==> config.mk <==
export PLATFORM = sky130hd
export DESIGN_NAME = ahx_fabric
export DESIGN_NICKNAME = d
export VERILOG_FILES = /design/src/include/ahx_pkg.sv /design/src/core/ahx_addr_decode.sv /design/src/core/ahx_fabric.sv
export VERILOG_INCLUDE_DIRS = /design/src /design/src/include
export SDC_FILE = /design/constraint.sdc
export NUM_CORES = 1
export LEC_CHECK = 0
export ABC_CLOCK_PERIOD_IN_PS = 4800
export BUFFER_PORTS_ARGS = -buffer_cell sky130_fd_sc_hd__buf_2
export CAP_MARGIN = 20
export CORE_AREA = 2 2 254 256
export CTS_BUF_LIST = sky130_fd_sc_hd__clkbuf_4
export CTS_CLUSTER_DIAMETER = 80
export DETAILED_ROUTE_END_ITERATION = 12
export DIE_AREA = 0 0 256 258
export RECOVER_POWER = 100
export SETUP_SLACK_MARGIN = 0.02
export SLEW_MARGIN = 40
export SYNTH_ARGS = -nofsm -noshare
export SYNTH_HDL_FRONTEND = slang
export SYNTH_SLANG_ARGS = --single-unit
==> constraint.sdc <==
create_clock -name CLK_SYS_I -period 4.8 [get_ports CLK_SYS_I]
set_input_delay 0 -clock CLK_SYS_I [delete_from_list [all_inputs] [get_ports CLK_SYS_I]]
set_output_delay 0 -clock CLK_SYS_I [all_outputs]
set_load 0.05 [all_outputs]
==> src/include/ahx_defs.svh <==
// address map, codes and reset values of the bus fabric
// Notes on behaviour
// - exactly one of processor core or DMA engine owns the bus at any time
// - priority select picks the winner on contention unless a lock or burst holds the owner; core wins after reset
// - only the two masters issue transfers; every other block is a slave
// - two peripheral bridges, narrow and wide, grouped by power domain
// - timer domain blocks (real time clock, second timer) sit behind the wide bridge
// - narrow bridge serves sleep domain slaves and system domain peripherals
// - region below 0x04000000 remaps to boot ROM, OTP or RAM by select
// - 0x07F00000 up to 0x07F24000 selects boot and protocol ROM
// - 0x07F40000 up to 0x07F40100 selects OTP control registers
// - 0x07F80000 up to 0x07F88000 selects the OTP cell array
// - system RAM is one 48 kB window from 0x07FC0000 to 0x07FCC000
// - RAM banks start at 0x07FC0000, 0x07FC4000, 0x07FC7000: 16, 12, 20 kB
// - third RAM bank ends at 0x07FCBFFF
// - link layer at 0x40000000, radio 0x40001000 up to 0x40004000
// - power and clock registers 0x50000000 up to 0x50000100 on narrow bridge
// - wake-up controllers 0x50000100 up to 0x50000200 on narrow bridge
// - quadrature decoder 0x50000200 up to 0x50000300; then reserved to 0x50001000
`ifndef AHX_DEFS_SVH
`define AHX_DEFS_SVH

`define AHX_NUM_SLV    10
`define AHX_ZERO_HI    32'h0400_0000
`define AHX_ROM_LO     32'h07f0_0000
`define AHX_ROM_HI     32'h07f2_4000
`define AHX_OTPR_LO    32'h07f4_0000
`define AHX_OTPR_HI    32'h07f4_0100
`define AHX_OTPC_LO    32'h07f8_0000
`define AHX_OTPC_HI    32'h07f8_8000
`define AHX_RAM1_LO    32'h07fc_0000
`define AHX_RAM2_LO    32'h07fc_4000
`define AHX_RAM3_LO    32'h07fc_7000
`define AHX_RAM3_LAST  32'h07fc_bfff
`define AHX_RAM_HI     32'h07fc_c000
`define AHX_LINK_LO    32'h4000_0000
`define AHX_RADIO_LO   32'h4000_1000
`define AHX_RADIO_HI   32'h4000_4000
`define AHX_PMU_LO     32'h5000_0000
`define AHX_WAKE_LO    32'h5000_0100
`define AHX_QDEC_LO    32'h5000_0200
`define AHX_QDEC_HI    32'h5000_0300
`define AHX_SYSP_LO    32'h5000_1000
`define AHX_SYSP_HI    32'h5000_4000
`define AHX_WIDE_LO    32'h5000_4000
`define AHX_WIDE_HI    32'h5000_4200

`define AHX_REMAP_ROM  2'h0
`define AHX_REMAP_OTP  2'h1
`define AHX_REMAP_RAM  2'h2

`define AHX_TR_IDLE    2'h0
`define AHX_TR_NONSEQ  2'h2
`define AHX_TR_SEQ     2'h3
`define AHX_BURST_SGL  3'h0
`define AHX_BURST_INCR 3'h1

`define AHX_RST_PRIO   1'h0
`define AHX_OWN_CPU    1'h0
`define AHX_OWN_DMA    1'h1

`endif

==> src/include/ahx_pkg.sv <==
// types shared by the bus fabric modules
package ahx_pkg;

  typedef struct packed {
    logic [1:0]  trans;
    logic [31:0] addr;
    logic        write;
    logic [2:0]  size;
    logic [2:0]  burst;
    logic        lock;
    logic [31:0] wdata;
  } ahx_req_s;

  typedef enum logic [3:0] {
    SLV_ROM    = 4'h0,
    SLV_OTPREG = 4'h1,
    SLV_OTPCEL = 4'h2,
    SLV_RAM1   = 4'h3,
    SLV_RAM2   = 4'h4,
    SLV_RAM3   = 4'h5,
    SLV_LINK   = 4'h6,
    SLV_RADIO  = 4'h7,
    SLV_APBN   = 4'h8,
    SLV_APBW   = 4'h9
  } ahx_slv_e;

  typedef enum logic [1:0] {
    DOM_SYSTEM = 2'h0,
    DOM_RADIO  = 2'h1,
    DOM_SLEEP  = 2'h2,
    DOM_TIMER  = 2'h3
  } ahx_dom_e;

  typedef enum logic [1:0] {
    ST_IDLE = 2'b00,
    ST_ADDR = 2'b01,
    ST_DATA = 2'b10,
    ST_RESP = 2'b11
  } ahx_state_e;

  typedef struct packed {
    logic        hit;
    ahx_slv_e    slv;
    ahx_dom_e    dom;
    logic [31:0] offset;
  } ahx_dec_s;

  // domain in which a slave port's own bus outputs live
  function automatic ahx_dom_e ahx_slv_dom(input ahx_slv_e s);
    case (s)
      SLV_LINK, SLV_RADIO: ahx_slv_dom = DOM_RADIO;
      SLV_APBW:            ahx_slv_dom = DOM_TIMER;
      default:             ahx_slv_dom = DOM_SYSTEM;
    endcase
  endfunction : ahx_slv_dom

endpackage : ahx_pkg

==> src/core/ahx_addr_decode.sv <==
// address decoder of the bus fabric with low region remap
`timescale 1ns/1ns
`default_nettype none
`include "ahx_defs.svh"

module ahx_addr_decode (
  input  wire logic [31:0]     addr_i,
  input  wire logic [1:0]      remap_i,
  output var ahx_pkg::ahx_dec_s dec_o
);

  function automatic logic in_rng(input logic [31:0] a, input logic [31:0] lo, input logic [31:0] hi);
    in_rng = (a >= lo) && (a < hi);
  endfunction : in_rng

  logic [31:0] eff;
  logic [31:0] base;

  always_comb begin
    eff = addr_i;
    if (addr_i < `AHX_ZERO_HI) begin
      case (remap_i)
        `AHX_REMAP_OTP: eff = addr_i + `AHX_OTPC_LO;
        `AHX_REMAP_RAM: eff = addr_i + `AHX_RAM1_LO;
        default:        eff = addr_i + `AHX_ROM_LO;
      endcase
    end
  end

  // a remapped access past the end of its target falls into a hole and errors unless it reaches a higher region
  always_comb begin
    base          = eff;
    dec_o.hit     = 1'b1;
    dec_o.slv     = ahx_pkg::SLV_ROM;
    dec_o.dom     = ahx_pkg::DOM_SYSTEM;
    if (in_rng(eff, `AHX_ROM_LO, `AHX_ROM_HI)) begin
      base = `AHX_ROM_LO;
    end else if (in_rng(eff, `AHX_OTPR_LO, `AHX_OTPR_HI)) begin
      dec_o.slv = ahx_pkg::SLV_OTPREG;
      base      = `AHX_OTPR_LO;
    end else if (in_rng(eff, `AHX_OTPC_LO, `AHX_OTPC_HI)) begin
      dec_o.slv = ahx_pkg::SLV_OTPCEL;
      base      = `AHX_OTPC_LO;
    end else if (in_rng(eff, `AHX_RAM1_LO, `AHX_RAM2_LO)) begin
      dec_o.slv = ahx_pkg::SLV_RAM1;
      base      = `AHX_RAM1_LO;
    end else if (in_rng(eff, `AHX_RAM2_LO, `AHX_RAM3_LO)) begin
      dec_o.slv = ahx_pkg::SLV_RAM2;
      base      = `AHX_RAM2_LO;
    end else if (in_rng(eff, `AHX_RAM3_LO, `AHX_RAM3_LAST + 32'h1)) begin
      dec_o.slv = ahx_pkg::SLV_RAM3;
      base      = `AHX_RAM3_LO;
    end else if (in_rng(eff, `AHX_LINK_LO, `AHX_RADIO_LO)) begin
      dec_o.slv = ahx_pkg::SLV_LINK;
      dec_o.dom = ahx_pkg::DOM_RADIO;
      base      = `AHX_LINK_LO;
    end else if (in_rng(eff, `AHX_RADIO_LO, `AHX_RADIO_HI)) begin
      dec_o.slv = ahx_pkg::SLV_RADIO;
      dec_o.dom = ahx_pkg::DOM_RADIO;
      base      = `AHX_RADIO_LO;
    end else if (in_rng(eff, `AHX_PMU_LO, `AHX_QDEC_HI)) begin
      dec_o.slv = ahx_pkg::SLV_APBN;
      dec_o.dom = ahx_pkg::DOM_SLEEP;
      base      = `AHX_PMU_LO;
    end else if (in_rng(eff, `AHX_SYSP_LO, `AHX_SYSP_HI)) begin
      dec_o.slv = ahx_pkg::SLV_APBN;
      base      = `AHX_PMU_LO;
    end else if (in_rng(eff, `AHX_WIDE_LO, `AHX_WIDE_HI)) begin
      dec_o.slv = ahx_pkg::SLV_APBW;
      dec_o.dom = ahx_pkg::DOM_TIMER;
      base      = `AHX_WIDE_LO;
    end else begin
      dec_o.hit = 1'b0;
    end
    dec_o.offset = eff - base;
  end

endmodule : ahx_addr_decode
`default_nettype wire

==> src/core/ahx_fabric.sv <==
// two-master arbiter and slave router of the system bus
`timescale 1ns/1ns
`default_nettype none
`include "ahx_defs.svh"

module ahx_fabric #(
  parameter int NUM_SLV = `AHX_NUM_SLV
) (
  input  wire logic                    CLK_SYS_I,
  input  wire logic                    RST_B_I,
  input  wire logic                    PRIO_SEL_I,
  input  wire logic [1:0]              REMAP_SEL_I,
  input  wire logic [3:0]              DOM_ON_I,
  input  wire ahx_pkg::ahx_req_s       CPU_REQ_I,
  input  wire ahx_pkg::ahx_req_s       DMA_REQ_I,
  output logic                         CPU_READY_O,
  output logic                         CPU_RESP_O,
  output logic [31:0]                  CPU_RDATA_O,
  output logic                         DMA_READY_O,
  output logic                         DMA_RESP_O,
  output logic [31:0]                  DMA_RDATA_O,
  output logic                         CPU_GRANT_O,
  output logic                         DMA_GRANT_O,
  output logic [NUM_SLV-1:0]           S_HSEL_O,
  output logic [31:0]                  S_HADDR_O,
  output logic [1:0]                   S_HTRANS_O,
  output logic                         S_HWRITE_O,
  output logic [2:0]                   S_HSIZE_O,
  output logic [2:0]                   S_HBURST_O,
  output logic                         S_HMASTLOCK_O,
  output logic [31:0]                  S_HWDATA_O,
  output logic                         S_HREADY_O,
  output logic                         S_HMASTER_O,
  input  wire logic [NUM_SLV-1:0][31:0] S_HRDATA_I,
  input  wire logic [NUM_SLV-1:0]      S_HREADYOUT_I,
  input  wire logic [NUM_SLV-1:0]      S_HRESP_I
);

  logic rst_q1;
  logic rst_n;

  always_ff @(posedge CLK_SYS_I or negedge RST_B_I) begin
    if (!RST_B_I) begin
      rst_q1 <= 1'b0;
      rst_n  <= 1'b0;
    end else begin
      rst_q1 <= 1'b1;
      rst_n  <= rst_q1;
    end
  end

  // isolation clamps: a dark slave looks ready, okay and silent
  logic [NUM_SLV-1:0]       iso_rdy;
  logic [NUM_SLV-1:0]       iso_resp;
  logic [NUM_SLV-1:0][31:0] iso_rdata;

  for (genvar i = 0; i < NUM_SLV; i++) begin : g_iso
    logic on;
    assign on           = DOM_ON_I[ahx_pkg::ahx_slv_dom(ahx_pkg::ahx_slv_e'(i))];
    assign iso_rdy[i]   = on ? S_HREADYOUT_I[i] : 1'b1;
    assign iso_resp[i]  = on ? S_HRESP_I[i] : 1'b0;
    assign iso_rdata[i] = on ? S_HRDATA_I[i] : 32'h0;
  end

  ahx_pkg::ahx_state_e state, next_state;
  logic                owner, next_owner;
  logic                prio, next_prio;
  logic                lock, next_lock;
  logic [4:0]          beats, next_beats;
  logic [3:0]          sel, next_sel;
  logic                cpu_ready, next_cpu_ready;
  logic                dma_ready, next_dma_ready;
  logic                resp, next_resp;
  logic [31:0]         rdata, next_rdata;
  logic [NUM_SLV-1:0]  hsel, next_hsel;
  ahx_pkg::ahx_req_s   cur, next_cur;
  logic                hready, next_hready;
  logic [1:0]          htrans, next_htrans;
  logic                cpu_grant, next_cpu_grant;

  ahx_pkg::ahx_req_s   win_req;
  ahx_pkg::ahx_dec_s   dec;
  logic                win, take, hold, cpu_rq, dma_rq, acc, dom_ok;

  assign cpu_rq  = CPU_REQ_I.trans[1];
  assign dma_rq  = DMA_REQ_I.trans[1];
  assign hold    = lock || (beats != 5'h0);
  assign win_req = win ? DMA_REQ_I : CPU_REQ_I;
  assign acc     = (state == ahx_pkg::ST_IDLE) && take;
  assign dom_ok  = DOM_ON_I[dec.dom];

  ahx_addr_decode u_decode (
    .addr_i  (win_req.addr),
    .remap_i (REMAP_SEL_I),
    .dec_o   (dec)
  );

  function automatic logic [4:0] burst_beats(input logic [2:0] b);
    case (b[2:1])
      2'h1:    burst_beats = 5'h3;
      2'h2:    burst_beats = 5'h7;
      2'h3:    burst_beats = 5'hf;
      default: burst_beats = 5'h0;
    endcase
  endfunction : burst_beats

  always_comb begin
    win  = owner;
    take = 1'b0;
    if (hold) begin
      take = owner ? dma_rq : cpu_rq;
    end else if (cpu_rq && dma_rq) begin
      win  = prio;
      take = 1'b1;
    end else if (cpu_rq || dma_rq) begin
      win  = dma_rq ? `AHX_OWN_DMA : `AHX_OWN_CPU;
      take = 1'b1;
    end
  end

  always_comb begin
    next_state     = state;
    next_owner     = owner;
    next_prio      = PRIO_SEL_I;
    next_lock      = lock;
    next_beats     = beats;
    next_sel       = sel;
    next_cpu_ready = 1'b0;
    next_dma_ready = 1'b0;
    next_resp      = resp;
    next_rdata     = rdata;
    next_hsel      = '0;
    next_cur       = cur;
    next_hready    = 1'b1;
    next_htrans    = `AHX_TR_IDLE;
    unique case (state)
      ahx_pkg::ST_IDLE: begin
        if (take) begin
          next_owner = win;
          next_lock  = win_req.lock;
          if (win_req.trans == `AHX_TR_NONSEQ) begin
            next_beats = burst_beats(win_req.burst);
          end else if (beats != 5'h0) begin
            next_beats = beats - 5'h1;
          end
          next_cur       = win_req;
          next_cur.addr  = dec.offset;
          next_cur.trans = `AHX_TR_NONSEQ;
          next_sel       = dec.slv;
          if (dec.hit && dom_ok) begin
            next_hsel[dec.slv] = 1'b1;
            next_htrans        = `AHX_TR_NONSEQ;
            next_state         = ahx_pkg::ST_ADDR;
          end else begin
            next_resp      = 1'b1;
            next_rdata     = 32'h0;
            next_cpu_ready = !win;
            next_dma_ready = win;
            next_state     = ahx_pkg::ST_RESP;
          end
        end else if (!lock && beats != 5'h0) begin
          next_beats = 5'h0; // owner left the burst early
        end
      end
      ahx_pkg::ST_ADDR: begin
        next_hready = iso_rdy[sel];
        next_state  = ahx_pkg::ST_DATA;
      end
      ahx_pkg::ST_DATA: begin
        next_hready = iso_rdy[sel];
        if (iso_rdy[sel]) begin
          next_resp      = iso_resp[sel];
          next_rdata     = iso_rdata[sel];
          next_cpu_ready = !owner;
          next_dma_ready = owner;
          next_hready    = 1'b1;
          next_state     = ahx_pkg::ST_RESP;
        end
      end
      ahx_pkg::ST_RESP: begin
        next_state = ahx_pkg::ST_IDLE;
      end
    endcase
    next_cpu_grant = !next_owner;
  end

  always_ff @(posedge CLK_SYS_I or negedge rst_n) begin
    if (!rst_n) begin
      state     <= ahx_pkg::ST_IDLE;
      owner     <= `AHX_OWN_CPU;
      prio      <= `AHX_RST_PRIO;
      lock      <= 1'b0;
      beats     <= 5'h0;
      sel       <= 4'h0;
      cpu_ready <= 1'b0;
      dma_ready <= 1'b0;
      resp      <= 1'b0;
      rdata     <= 32'h0;
      hsel      <= '0;
      cur       <= '0;
      hready    <= 1'b1;
      htrans    <= `AHX_TR_IDLE;
      cpu_grant <= 1'b1;
    end else begin
      state     <= next_state;
      owner     <= next_owner;
      prio      <= next_prio;
      lock      <= next_lock;
      beats     <= next_beats;
      sel       <= next_sel;
      cpu_ready <= next_cpu_ready;
      dma_ready <= next_dma_ready;
      resp      <= next_resp;
      rdata     <= next_rdata;
      hsel      <= next_hsel;
      cur       <= next_cur;
      hready    <= next_hready;
      htrans    <= next_htrans;
      cpu_grant <= next_cpu_grant;
    end
  end

  // slave side sees a nonseq address phase only while a select is up
  assign S_HSEL_O      = hsel;
  assign S_HADDR_O     = cur.addr;
  assign S_HTRANS_O    = htrans;
  assign S_HWRITE_O    = cur.write;
  assign S_HSIZE_O     = cur.size;
  assign S_HBURST_O    = cur.burst;
  assign S_HMASTLOCK_O = cur.lock;
  assign S_HWDATA_O    = cur.wdata;
  assign S_HREADY_O    = hready;
  assign S_HMASTER_O   = owner;
  // grant kept in its own flop so the pin has no inverter behind it
  assign CPU_GRANT_O   = cpu_grant;
  assign DMA_GRANT_O   = owner;
  assign CPU_READY_O   = cpu_ready;
  assign DMA_READY_O   = dma_ready;
  assign CPU_RESP_O    = resp;
  assign DMA_RESP_O    = resp;
  assign CPU_RDATA_O   = rdata;
  assign DMA_RDATA_O   = rdata;
endmodule : ahx_fabric
`default_nettype wire

* Word level (Yosys, flattened, before mapping)
Cells that the tools add are included.
** Word-level totals
- Output and inout port bits :: 156
- Flip-flop bits (word level) :: 136
- Input bits :: 497
** Cells by class
- Add/sub/neg operators :: 5
- Eq/ne operators :: 13
- Reduce and logical (&&, ||, !) cells :: 29
- Mux-type cells :: 124
- Magnitude comparators :: 27
** Operator list (count)
- $mux W32 :: 26
- $lt A32 B27 Y1 const B :: 7
- $ge A32 B27 Y1 const B :: 6
- $ge A32 B31 Y1 const B :: 5
- $lt A32 B31 Y1 const B :: 5
- $bmux W32 S4 :: 1
- $pmux W32 S2 :: 2
- $add A32 B27 Y32 const B :: 3
- $mux W74 :: 1
- $mux W1 :: 54
- $sub A32 B32 Y32 :: 1
- $mux W10 :: 3
- $mux W2 :: 12
- $mux W4 :: 6
- $mux W6 :: 4
- $mux W5 :: 4
- $logic_and A1 B1 Y1 :: 15
- $eq A2 B2 Y1 const B :: 6
- $pmux W4 S3 :: 1
- $lt A4 B5 Y1 const B :: 2
- $bmux W1 S4 :: 2
- $pmux W1 S2 :: 4
- $pmux W2 S4 :: 1
- $mux W7 :: 1
- other kinds (16) :: 26

* Depth between registers and ports, before layout
Gate-level depths: netlist (run 1).
- Depth after elaboration :: 28
- Depth in mapped cells :: 36

* Modules after synthesis
From an unflattened synthesis (run 1), not the netlist that was laid out.
** Unflattened totals
- Cell total of the unflattened synthesis :: 1228
- Area total of the unflattened synthesis :: 12017.8 µm²
** By module, submodules not included
- ahx_fabric :: seq. area each 3380.7 µm², cells an instance 834, area an instance 9352.7 µm², instances 1
- ahx_addr_decode :: seq. area each 0.0 µm², cells an instance 394, area an instance 2665.1 µm², instances 1

* Worst setup path before layout (run 1)
Ideal clock, no wire load.
- Path type :: register -> register
- From :: register beats[0]
- To :: register cur, in the netlist S_HADDR_O[28]
- Library setup time :: 0.120 ns
- Data required time :: 4.680 ns
- Stages on the path, launching flop included :: 37
- Data arrival time :: 7.102 ns
- Path slack :: -2.422 ns
- Cell sequence :: dfrtp_1 > inv_1 > ha_1 > or4b_1 > buf_4 > o21ai_4 > o21ai_4 > buf_6 > buf_6 > a21oi_1 > inv_1 > ha_1 > nand2_1 > nor2_1 > mux2_1 > o21ai_0 > o2111ai_1 > a211o_1 > or4_4 > nor4_4 > a21oi_1 > nor2b_1 > clkbuf_1 > nand2_1 > ha_1 > nor2b_1 > o21ai_0 > a21oi_1 > o31a_1 > o211ai_1 > a21oi_1 > o21a_1 > a21o_1 > o21a_1 > o21a_1 > or3_1 > a31o_2
** Between the ends
- Word-level cells in the longest chain between the ends :: 21
- Elaborated cells on any way between the ends :: 57
- Those cells by class :: 4 x add/sub; 23 x order compare; 16 x mux; 14 x reduce/logical
** RTL lines
- start, declared :: RTL line ahx_fabric.sv:69 : logic [4:0] beats, next_beats;
- start signal, assigned :: RTL line ahx_fabric.sv:209 : beats <= next_beats;
- $reduce_bool A5 Y1 (*) :: RTL line ahx_fabric.sv:87 : assign hold = lock || (beats != 5'h0);
- $logic_or A1 B1 Y1 (*) :: RTL line ahx_fabric.sv:87
- $mux W1 :: RTL line ahx_fabric.sv:110 : if (hold) begin
- $mux W74 :: RTL line ahx_fabric.sv:88 : assign win_req = win ? DMA_REQ_I : CPU_REQ_I;
- $add A32 B27 Y32 (no line)
- $pmux W32 S2 :: RTL line ahx_addr_decode.sv:22 : case (remap_i)
- $mux W32 :: RTL line ahx_addr_decode.sv:21 : if (addr_i < `AHX_ZERO_HI) begin
- $ge A32 B31 Y1 / $lt A32 B31 Y1 (equally long branches) :: RTL line ahx_addr_decode.sv:13 : in_rng = (a >= lo) && (a < hi);
- (+5 left out)
- $mux W32 :: RTL line ahx_addr_decode.sv:53 : end else if (in_rng(eff, `AHX_LINK_LO, `AHX_RADIO_LO)) begin
- $mux W32 :: RTL line ahx_addr_decode.sv:50 : end else if (in_rng(eff, `AHX_RAM3_LO, `AHX_RAM3_LAST + 32'h1)) begin
- $mux W32 :: RTL line ahx_addr_decode.sv:47 : end else if (in_rng(eff, `AHX_RAM2_LO, `AHX_RAM3_LO)) begin
- $mux W32 :: RTL line ahx_addr_decode.sv:44 : end else if (in_rng(eff, `AHX_RAM1_LO, `AHX_RAM2_LO)) begin
- $mux W32 :: RTL line ahx_addr_decode.sv:41 : end else if (in_rng(eff, `AHX_OTPC_LO, `AHX_OTPC_HI)) begin
- $mux W32 :: RTL line ahx_addr_decode.sv:38 : end else if (in_rng(eff, `AHX_OTPR_LO, `AHX_OTPR_HI)) begin
- $mux W32 :: RTL line ahx_addr_decode.sv:36 : if (in_rng(eff, `AHX_ROM_LO, `AHX_ROM_HI)) begin
- $sub A32 B32 Y32 :: RTL line ahx_addr_decode.sv:75 : dec_o.offset = eff - base;
- end signal, assigned :: RTL line ahx_fabric.sv:216 : cur <= next_cur;
- end, declared :: RTL line ahx_fabric.sv:76 : ahx_pkg::ahx_req_s cur, next_cur;
Mark *: on every way between the ends. The rest lies on a longest branch, timed or not.
A chain may end at the register's enable or synchronous reset.

* Final worst setup path (run 1)
- From :: register beats[1]
- To :: register cur, in the netlist S_HADDR_O[28]
Same word-level chain as after synthesis.

==> results of run 1 <==
[sequential cells by signal, summed over array words and instances, names as in the netlist, 2 cells and up]
name / cells
CPU_RDATA_O: 32
S_HADDR_O: 32
S_HWDATA_O: 32
S_HSEL_O: 10
beats: 5
sel: 4
S_HBURST_O: 3
S_HSIZE_O: 3
state: 2
[layout make-up]
| type | instances | area, um^2 | area share (%) |
|---|---|---|---|
| clock inverter | 14 | 143 | 0.636 |
| timing repair buffer | 1255 | 8650 | 38.6 |
| sequential | 135 | 3390 | 15.1 |
| multi-input combinational | 1149 | 8730 | 38.9 |
| inverter | 70 | 263 | 1.17 |
| tap | 855 | 1070 | 4.77 |
| antenna | 20 | 50.0 | 0.223 |
| clock buffer | 18 | 135 | 0.603 |
[metal layers]
metal  up-vias  track usage (%)  wire length, um
li1       7695                -                -
met1      8086             26.5            30200
met2       997             38.5            37400
met3       266             7.78             7360
met4        34             12.2             4610
met5         -                0              207
[report_power, final]
group | internal [mW] | leakage (nW) | total [mW] | switching [mW]
clock | 0.278 | 0.153 | 0.855 | 0.577
combinational | 4.51 | 8.25 | 11.2 | 6.64
sequential | 1.62 | 1.68 | 2.05 | 0.430
[cell usage in the layout, fill, tap and decap left out, types with 45 or more instances in the layout]
cell type and instances:
buf_4 250, nand2_1 247, buf_2 496, a31oi_1 45, dlygate4sd3_1 319, nor2_1 107
dfrtp_1 131, clkbuf_1 156, mux2i_1 116, inv_1 65
[cell families (layout without fill, tap and decap cells)]
kind of cell / count (synthesis) / after routing / synth area share [%]
xor gates and xnor gates: 25 / 25 / 1.77
buffers and inverters: 205 / 1357 / 7.75
AOI/OAI and AO/OA: 412 / 412 / 23.6
other: 2 / 22 / 0.0609
adders and majority gates: 40 / 40 / 4.12
muxes: 166 / 166 / 17.1
and+or+nand+nor: 504 / 504 / 18.2
DFF: 135 / 135 / 27.4
[repair_timing]
item	4_1_cts	5_1_grt
pin swaps	33	53
gates resized for setup	64	87
hold buffers	319	0
endpoints found under the hold margin	98	0
gates cloned	2	1
setup buffers	26	23
endpoints found under the setup margin	77	77
[how the worst max path moves through the flow]
stage / endpoint / from / slack (ns) / depth (start not counted)
2_1_floorplan: S_HADDR_O[28] / beats[0] / -2.25 / 33
3_5_place_dp: S_HADDR_O[28] / beats[0] / -2.23 / 31
3_3_place_gp: S_HADDR_O[28] / beats[0] / -2.12 / 31
6_report: S_HADDR_O[28] / beats[1] / -2.03 / 32
4_1_cts: S_HADDR_O[28] / beats[0] / -1.88 / 30
5_1_grt: S_HADDR_O[28] / beats[1] / -2.21 / 32
[critical path: cells and delay by family, from the launching register on]
| family | cells | cell delay [ns] |
|---|---|---|
| mux | 2 | 0.47 |
| compound gates | 15 | 3.42 |
| flops | 1 | 0.41 |
| buf+inv | 3 | 0.35 |
| xor+xnor | 1 | 0.14 |
| simple gates | 7 | 1.32 |
| fa+ha+maj | 4 | 0.63 |
==> metrics, run 1 <==
die height between 200 and 300 um; num ports roughly 650; Syn Nets 2,026; ratio of cells with drive above 1 in the final layout 37.8%; Remaining Overflow, GRT 0; f_max about 150 MHz; layout net count approximately 3.2k; DRT antenna net count 0; prevailing post-synth register cell dfrtp_1; post-layout min period 6.83 ns; root buffer cell clkbuf_4; violated checks capacitance limit, slew limit, setup timing; post-synthesis cell type count a little under 90; worst slack at placement -2.23 ns; final setup vio count 69; Worst Hold Endpoint S_HADDR_O[4]; Syn Std Cell Area about 12,000 um^2; worst endpoint required time 5.43 ns; most frequent cell after synthesis nand2_1; RSZ-0062 raised after global routing true; Max IR drop VDD 0.000421 V; DR WL/cell 22.7 um; Clock Tree Buf Depth 2; H-tree depth 4; CTS buffer count 17; Starting Density 19.4%; final hold slack 0.0620 ns; hpwl dp approximately 60,000 um; Max stage delay on crit path 0.51 ns; Non-Filler Instances 3,516; routability cong. 0.898; peak fanout along the critical path 7; Clock Latency Late Sink between 0.7 and 0.8 ns; min-delay src CPU_REQ_I[44]; critical path arrival 7.46 ns; Starting DRT DRC Count between 1k and 1.5k; Syn Area/Cell 8.29 um^2; dpl cell area between 15,000 and 20,000 um^2; via count 17.1k; die area 66,000 um^2; R2R Path End S_HADDR_O[28]; fin area 22,400 um^2; area delta synth->final 81.7%; Yosys reg bits 135; CP Capture Type flip-flop; Power Dens Cells 627 nW/um^2; Final Cycle Share 142%; drt pass-1 iters 5; largest net degree at the start of global routing 78; TNS Setup -52.98 ns; via/cell ratio 4.86; sequential share of the synthesized area 27.4%; synth cell count leaders nand2_1, dfrtp_1, nor2_1; vias in the first global route 17.1k; element type at the critical path start flip-flop; top cell type's share of synthesized area between 20% and 30%; Lkg Pwr 10.1 nW; Slew headroom -38.3%; Hold Path Depth 8; gr usage total 23.2%; Worst-path clk slew 0.15 ns; CTS tree built; PortBufs 651; placed cells 3,101; DRC violations left 0; Slew @ Worst Pin 2.07 ns; Layout Skew between 0.04 and 0.05 ns; clock sink total 135; initial antenna violation count 50; first-pass GRT wire length 112,000 um; Total Routed Length 79,800 um; Worst Hold Class in -> reg; Cells after Synth between 1k and 1.5k; CORE AREA 63,600 um^2; die width 256 um; largest area contributor in the netlist dfrtp_1; r2r worst-path depth 32; Max Slew Vio Count 30; YS warnings 0; slowest CP cell or4b_4; PnR Total Power 14.1 mW; Row Count 93; number of max-cap violations 1; number of synthesized flops with an enable pin 0; async set-reset flop share out of synthesis 100%; top cells by area, synth dfrtp_1, mux2i_1, nand2_1; reg2reg start beats[1]; outcome finished, violations left; Hold Vio Cnt, Final 0; fill count roughly 6.6k; crit path kind reg -> reg; R2R Setup Slk -2.03 ns; final core occ 35.2%; setup ws final -2.03 ns
Power figures use the tool's default switching activity.
==> run 2: changes to the inputs <==
- BUFFER_PORTS_ARGS: -buffer_cell sky130_fd_sc_hd__buf_2 -> -buffer_cell sky130_fd_sc_hd__clkbuf_2
==> metrics, run 2 (same netlist as run 1, synthesis figures left out) <==
outcome finished, violations left; violated checks capacitance limit, slew limit, setup timing; DRC violations left 0; Final Cycle Share 141%; Power Dens Cells 609 nW/um^2; worst setup path start beats[0]; gr usage total 23.3%; worst endpoint required time 5.45 ns; commonest non-fill, non-tap cell in the layout clkbuf_2; Total Routed Length 79,900 um; R2R Setup Slk -1.97 ns; crit path kind reg -> reg; post-layout min period ~6.8 ns; setup ws final -1.97 ns; final setup vio count between 70 and 80; PortBufs approximately 650; CORE AREA 63,600 um^2; Layout Skew 0.0360 ns; r2r worst-path depth 32; Slew @ Worst Pin around 1.9 ns; first-pass GRT wire length 113,000 um; hpwl dp 58,800 um; die height 258 um; vias in the first global route 17.3k; Max IR drop VDD 0.000375 V; Hold Vio Cnt, Final 0; CTS tree built; critical path arrival roughly 7.4 ns; Top cell by count, worst path o21a_1; Starting Density between 10% and 20%; num ports 653; Lkg Pwr 10.3 nW; Starting DRT DRC Count 1,493; R2R Path End S_HADDR_O[28]; final hold slack approximately 0.097 ns; Remaining Overflow, GRT 0; RSZ-0062 raised after global routing true; Worst Hold Class in -> reg; Hold Path Depth 7; Max stage delay on crit path 0.52 ns; peak fanout along the critical path 5; Slew headroom -28.4%; element type at the critical path start flip-flop; drt pass-1 iters 6; reg2reg start beats[0]; Clock Latency Late Sink 0.77 ns; Worst Hold Endpoint S_HADDR_O[5]; routability cong. 0.924; H-tree depth 4; layout net count 3,196; DRT antenna net count 0; dpl cell area 18,000 um^2; die width 256 um; fin area ~23,000 um^2; DR WL/cell 22.5 um; Row Count 93; initial antenna violation count a little over 50; number of max-cap violations 1; Worst-path clk slew roughly 0.16 ns; CTS buffer count 17; f_max 148 MHz; Max Slew Vio Count 32; via/cell ratio slightly below 5; largest net degree at the start of global routing 114; die area 66,000 um^2; Clock Tree Buf Depth 2; most frequent cells in the layout clkbuf_2, dlygate4sd3_1, buf_4; via count 17.2k; clock sink total 135; root buffer cell clkbuf_4; min-delay src CPU_REQ_I[45]; slowest CP cell or4_4; CP Capture Type flip-flop; area delta synth->final 83.6%; ratio of cells with drive above 1 in the final layout between 30% and 40%
-- run 2: worst max path at each step --
stage / endpoint / cells after the start / slack (ns)
2_1_floorplan: S_HADDR_O[28] / 33 / -2.25
3_3_place_gp: S_HADDR_O[28] / 34 / -2.16
3_5_place_dp: S_HADDR_O[28] / 34 / -2.21
4_1_cts: S_HADDR_O[28] / 34 / -1.95
5_1_grt: S_HADDR_O[28] / 30 / -2.22
6_report: S_HADDR_O[28] / 32 / -1.97
-- run 2: cell type report --
type / count / area (um^2)
clock buffer: 17 / 128
timing repair buffer: 1286 / 8910
tap: 855 / 1070
antenna: 24 / 60.1
fill: 6530 / 41000
sequential: 135 / 3390
inverter: 70 / 263
multi-input combinational: 1149 / 8660
clock inverter: 15 / 184
-- run 2: repair_timing --
action	CTS	global route
gates resized for setup	75	48
setup endpoints to repair	76	79
pin swaps	42	43
setup buffers	32	18
gates cloned	3	0
endpoints found under the hold margin	100	0
hold buffers	350	0
-- run 2: stage by stage --
| stage | power [mW] | utilization (%) | std cells | setup slack (ns) | TNS, ns |
|---|---|---|---|---|---|
| after floorplan | 8.18 | - | 1489 | -2.25 | -42.10 |
| after global placement | 11.2 | 28.2 | 3094 | -2.16 | -55.71 |
| after detailed placement | 11.2 | 28.3 | 3095 | -2.21 | -56.67 |
| after CTS | 13.5 | 35.3 | 3511 | -1.95 | -42.81 |
| after global routing | 14.6 | 35.6 | 3546 | -2.22 | -67.32 |
| final | 13.8 | 35.6 | 3551 | -1.97 | -49.31 |
-- run 2: power breakdown --
group	switching (mW)	internal [mW]	leakage (nW)
clock network	0.663	0.250	0.160
registers	0.432	1.62	1.68
logic	6.48	4.37	8.45
-- run 2: metal layers --
| layer | GRT usage (%) | routed length, um | up-vias |
|---|---|---|---|
| li1 | - | - | 7775 |
| met1 | 26.5 | 30000 | 8145 |
| met2 | 38.4 | 37400 | 997 |
| met3 | 7.78 | 7660 | 278 |
| met4 | 13.4 | 4570 | 34 |
| met5 | 0 | 209 | - |
-- run 2: worst max-delay path: cells and delay by family, from the launching register on --
family	cells	cell delay, ns
AOI/OAI and AO/OA	13	2.41
buffers and inverters	3	0.43
muxes	1	0.28
and+or+nand+nor	12	2.60
adders and majority gates	3	0.52
DFF	1	0.42
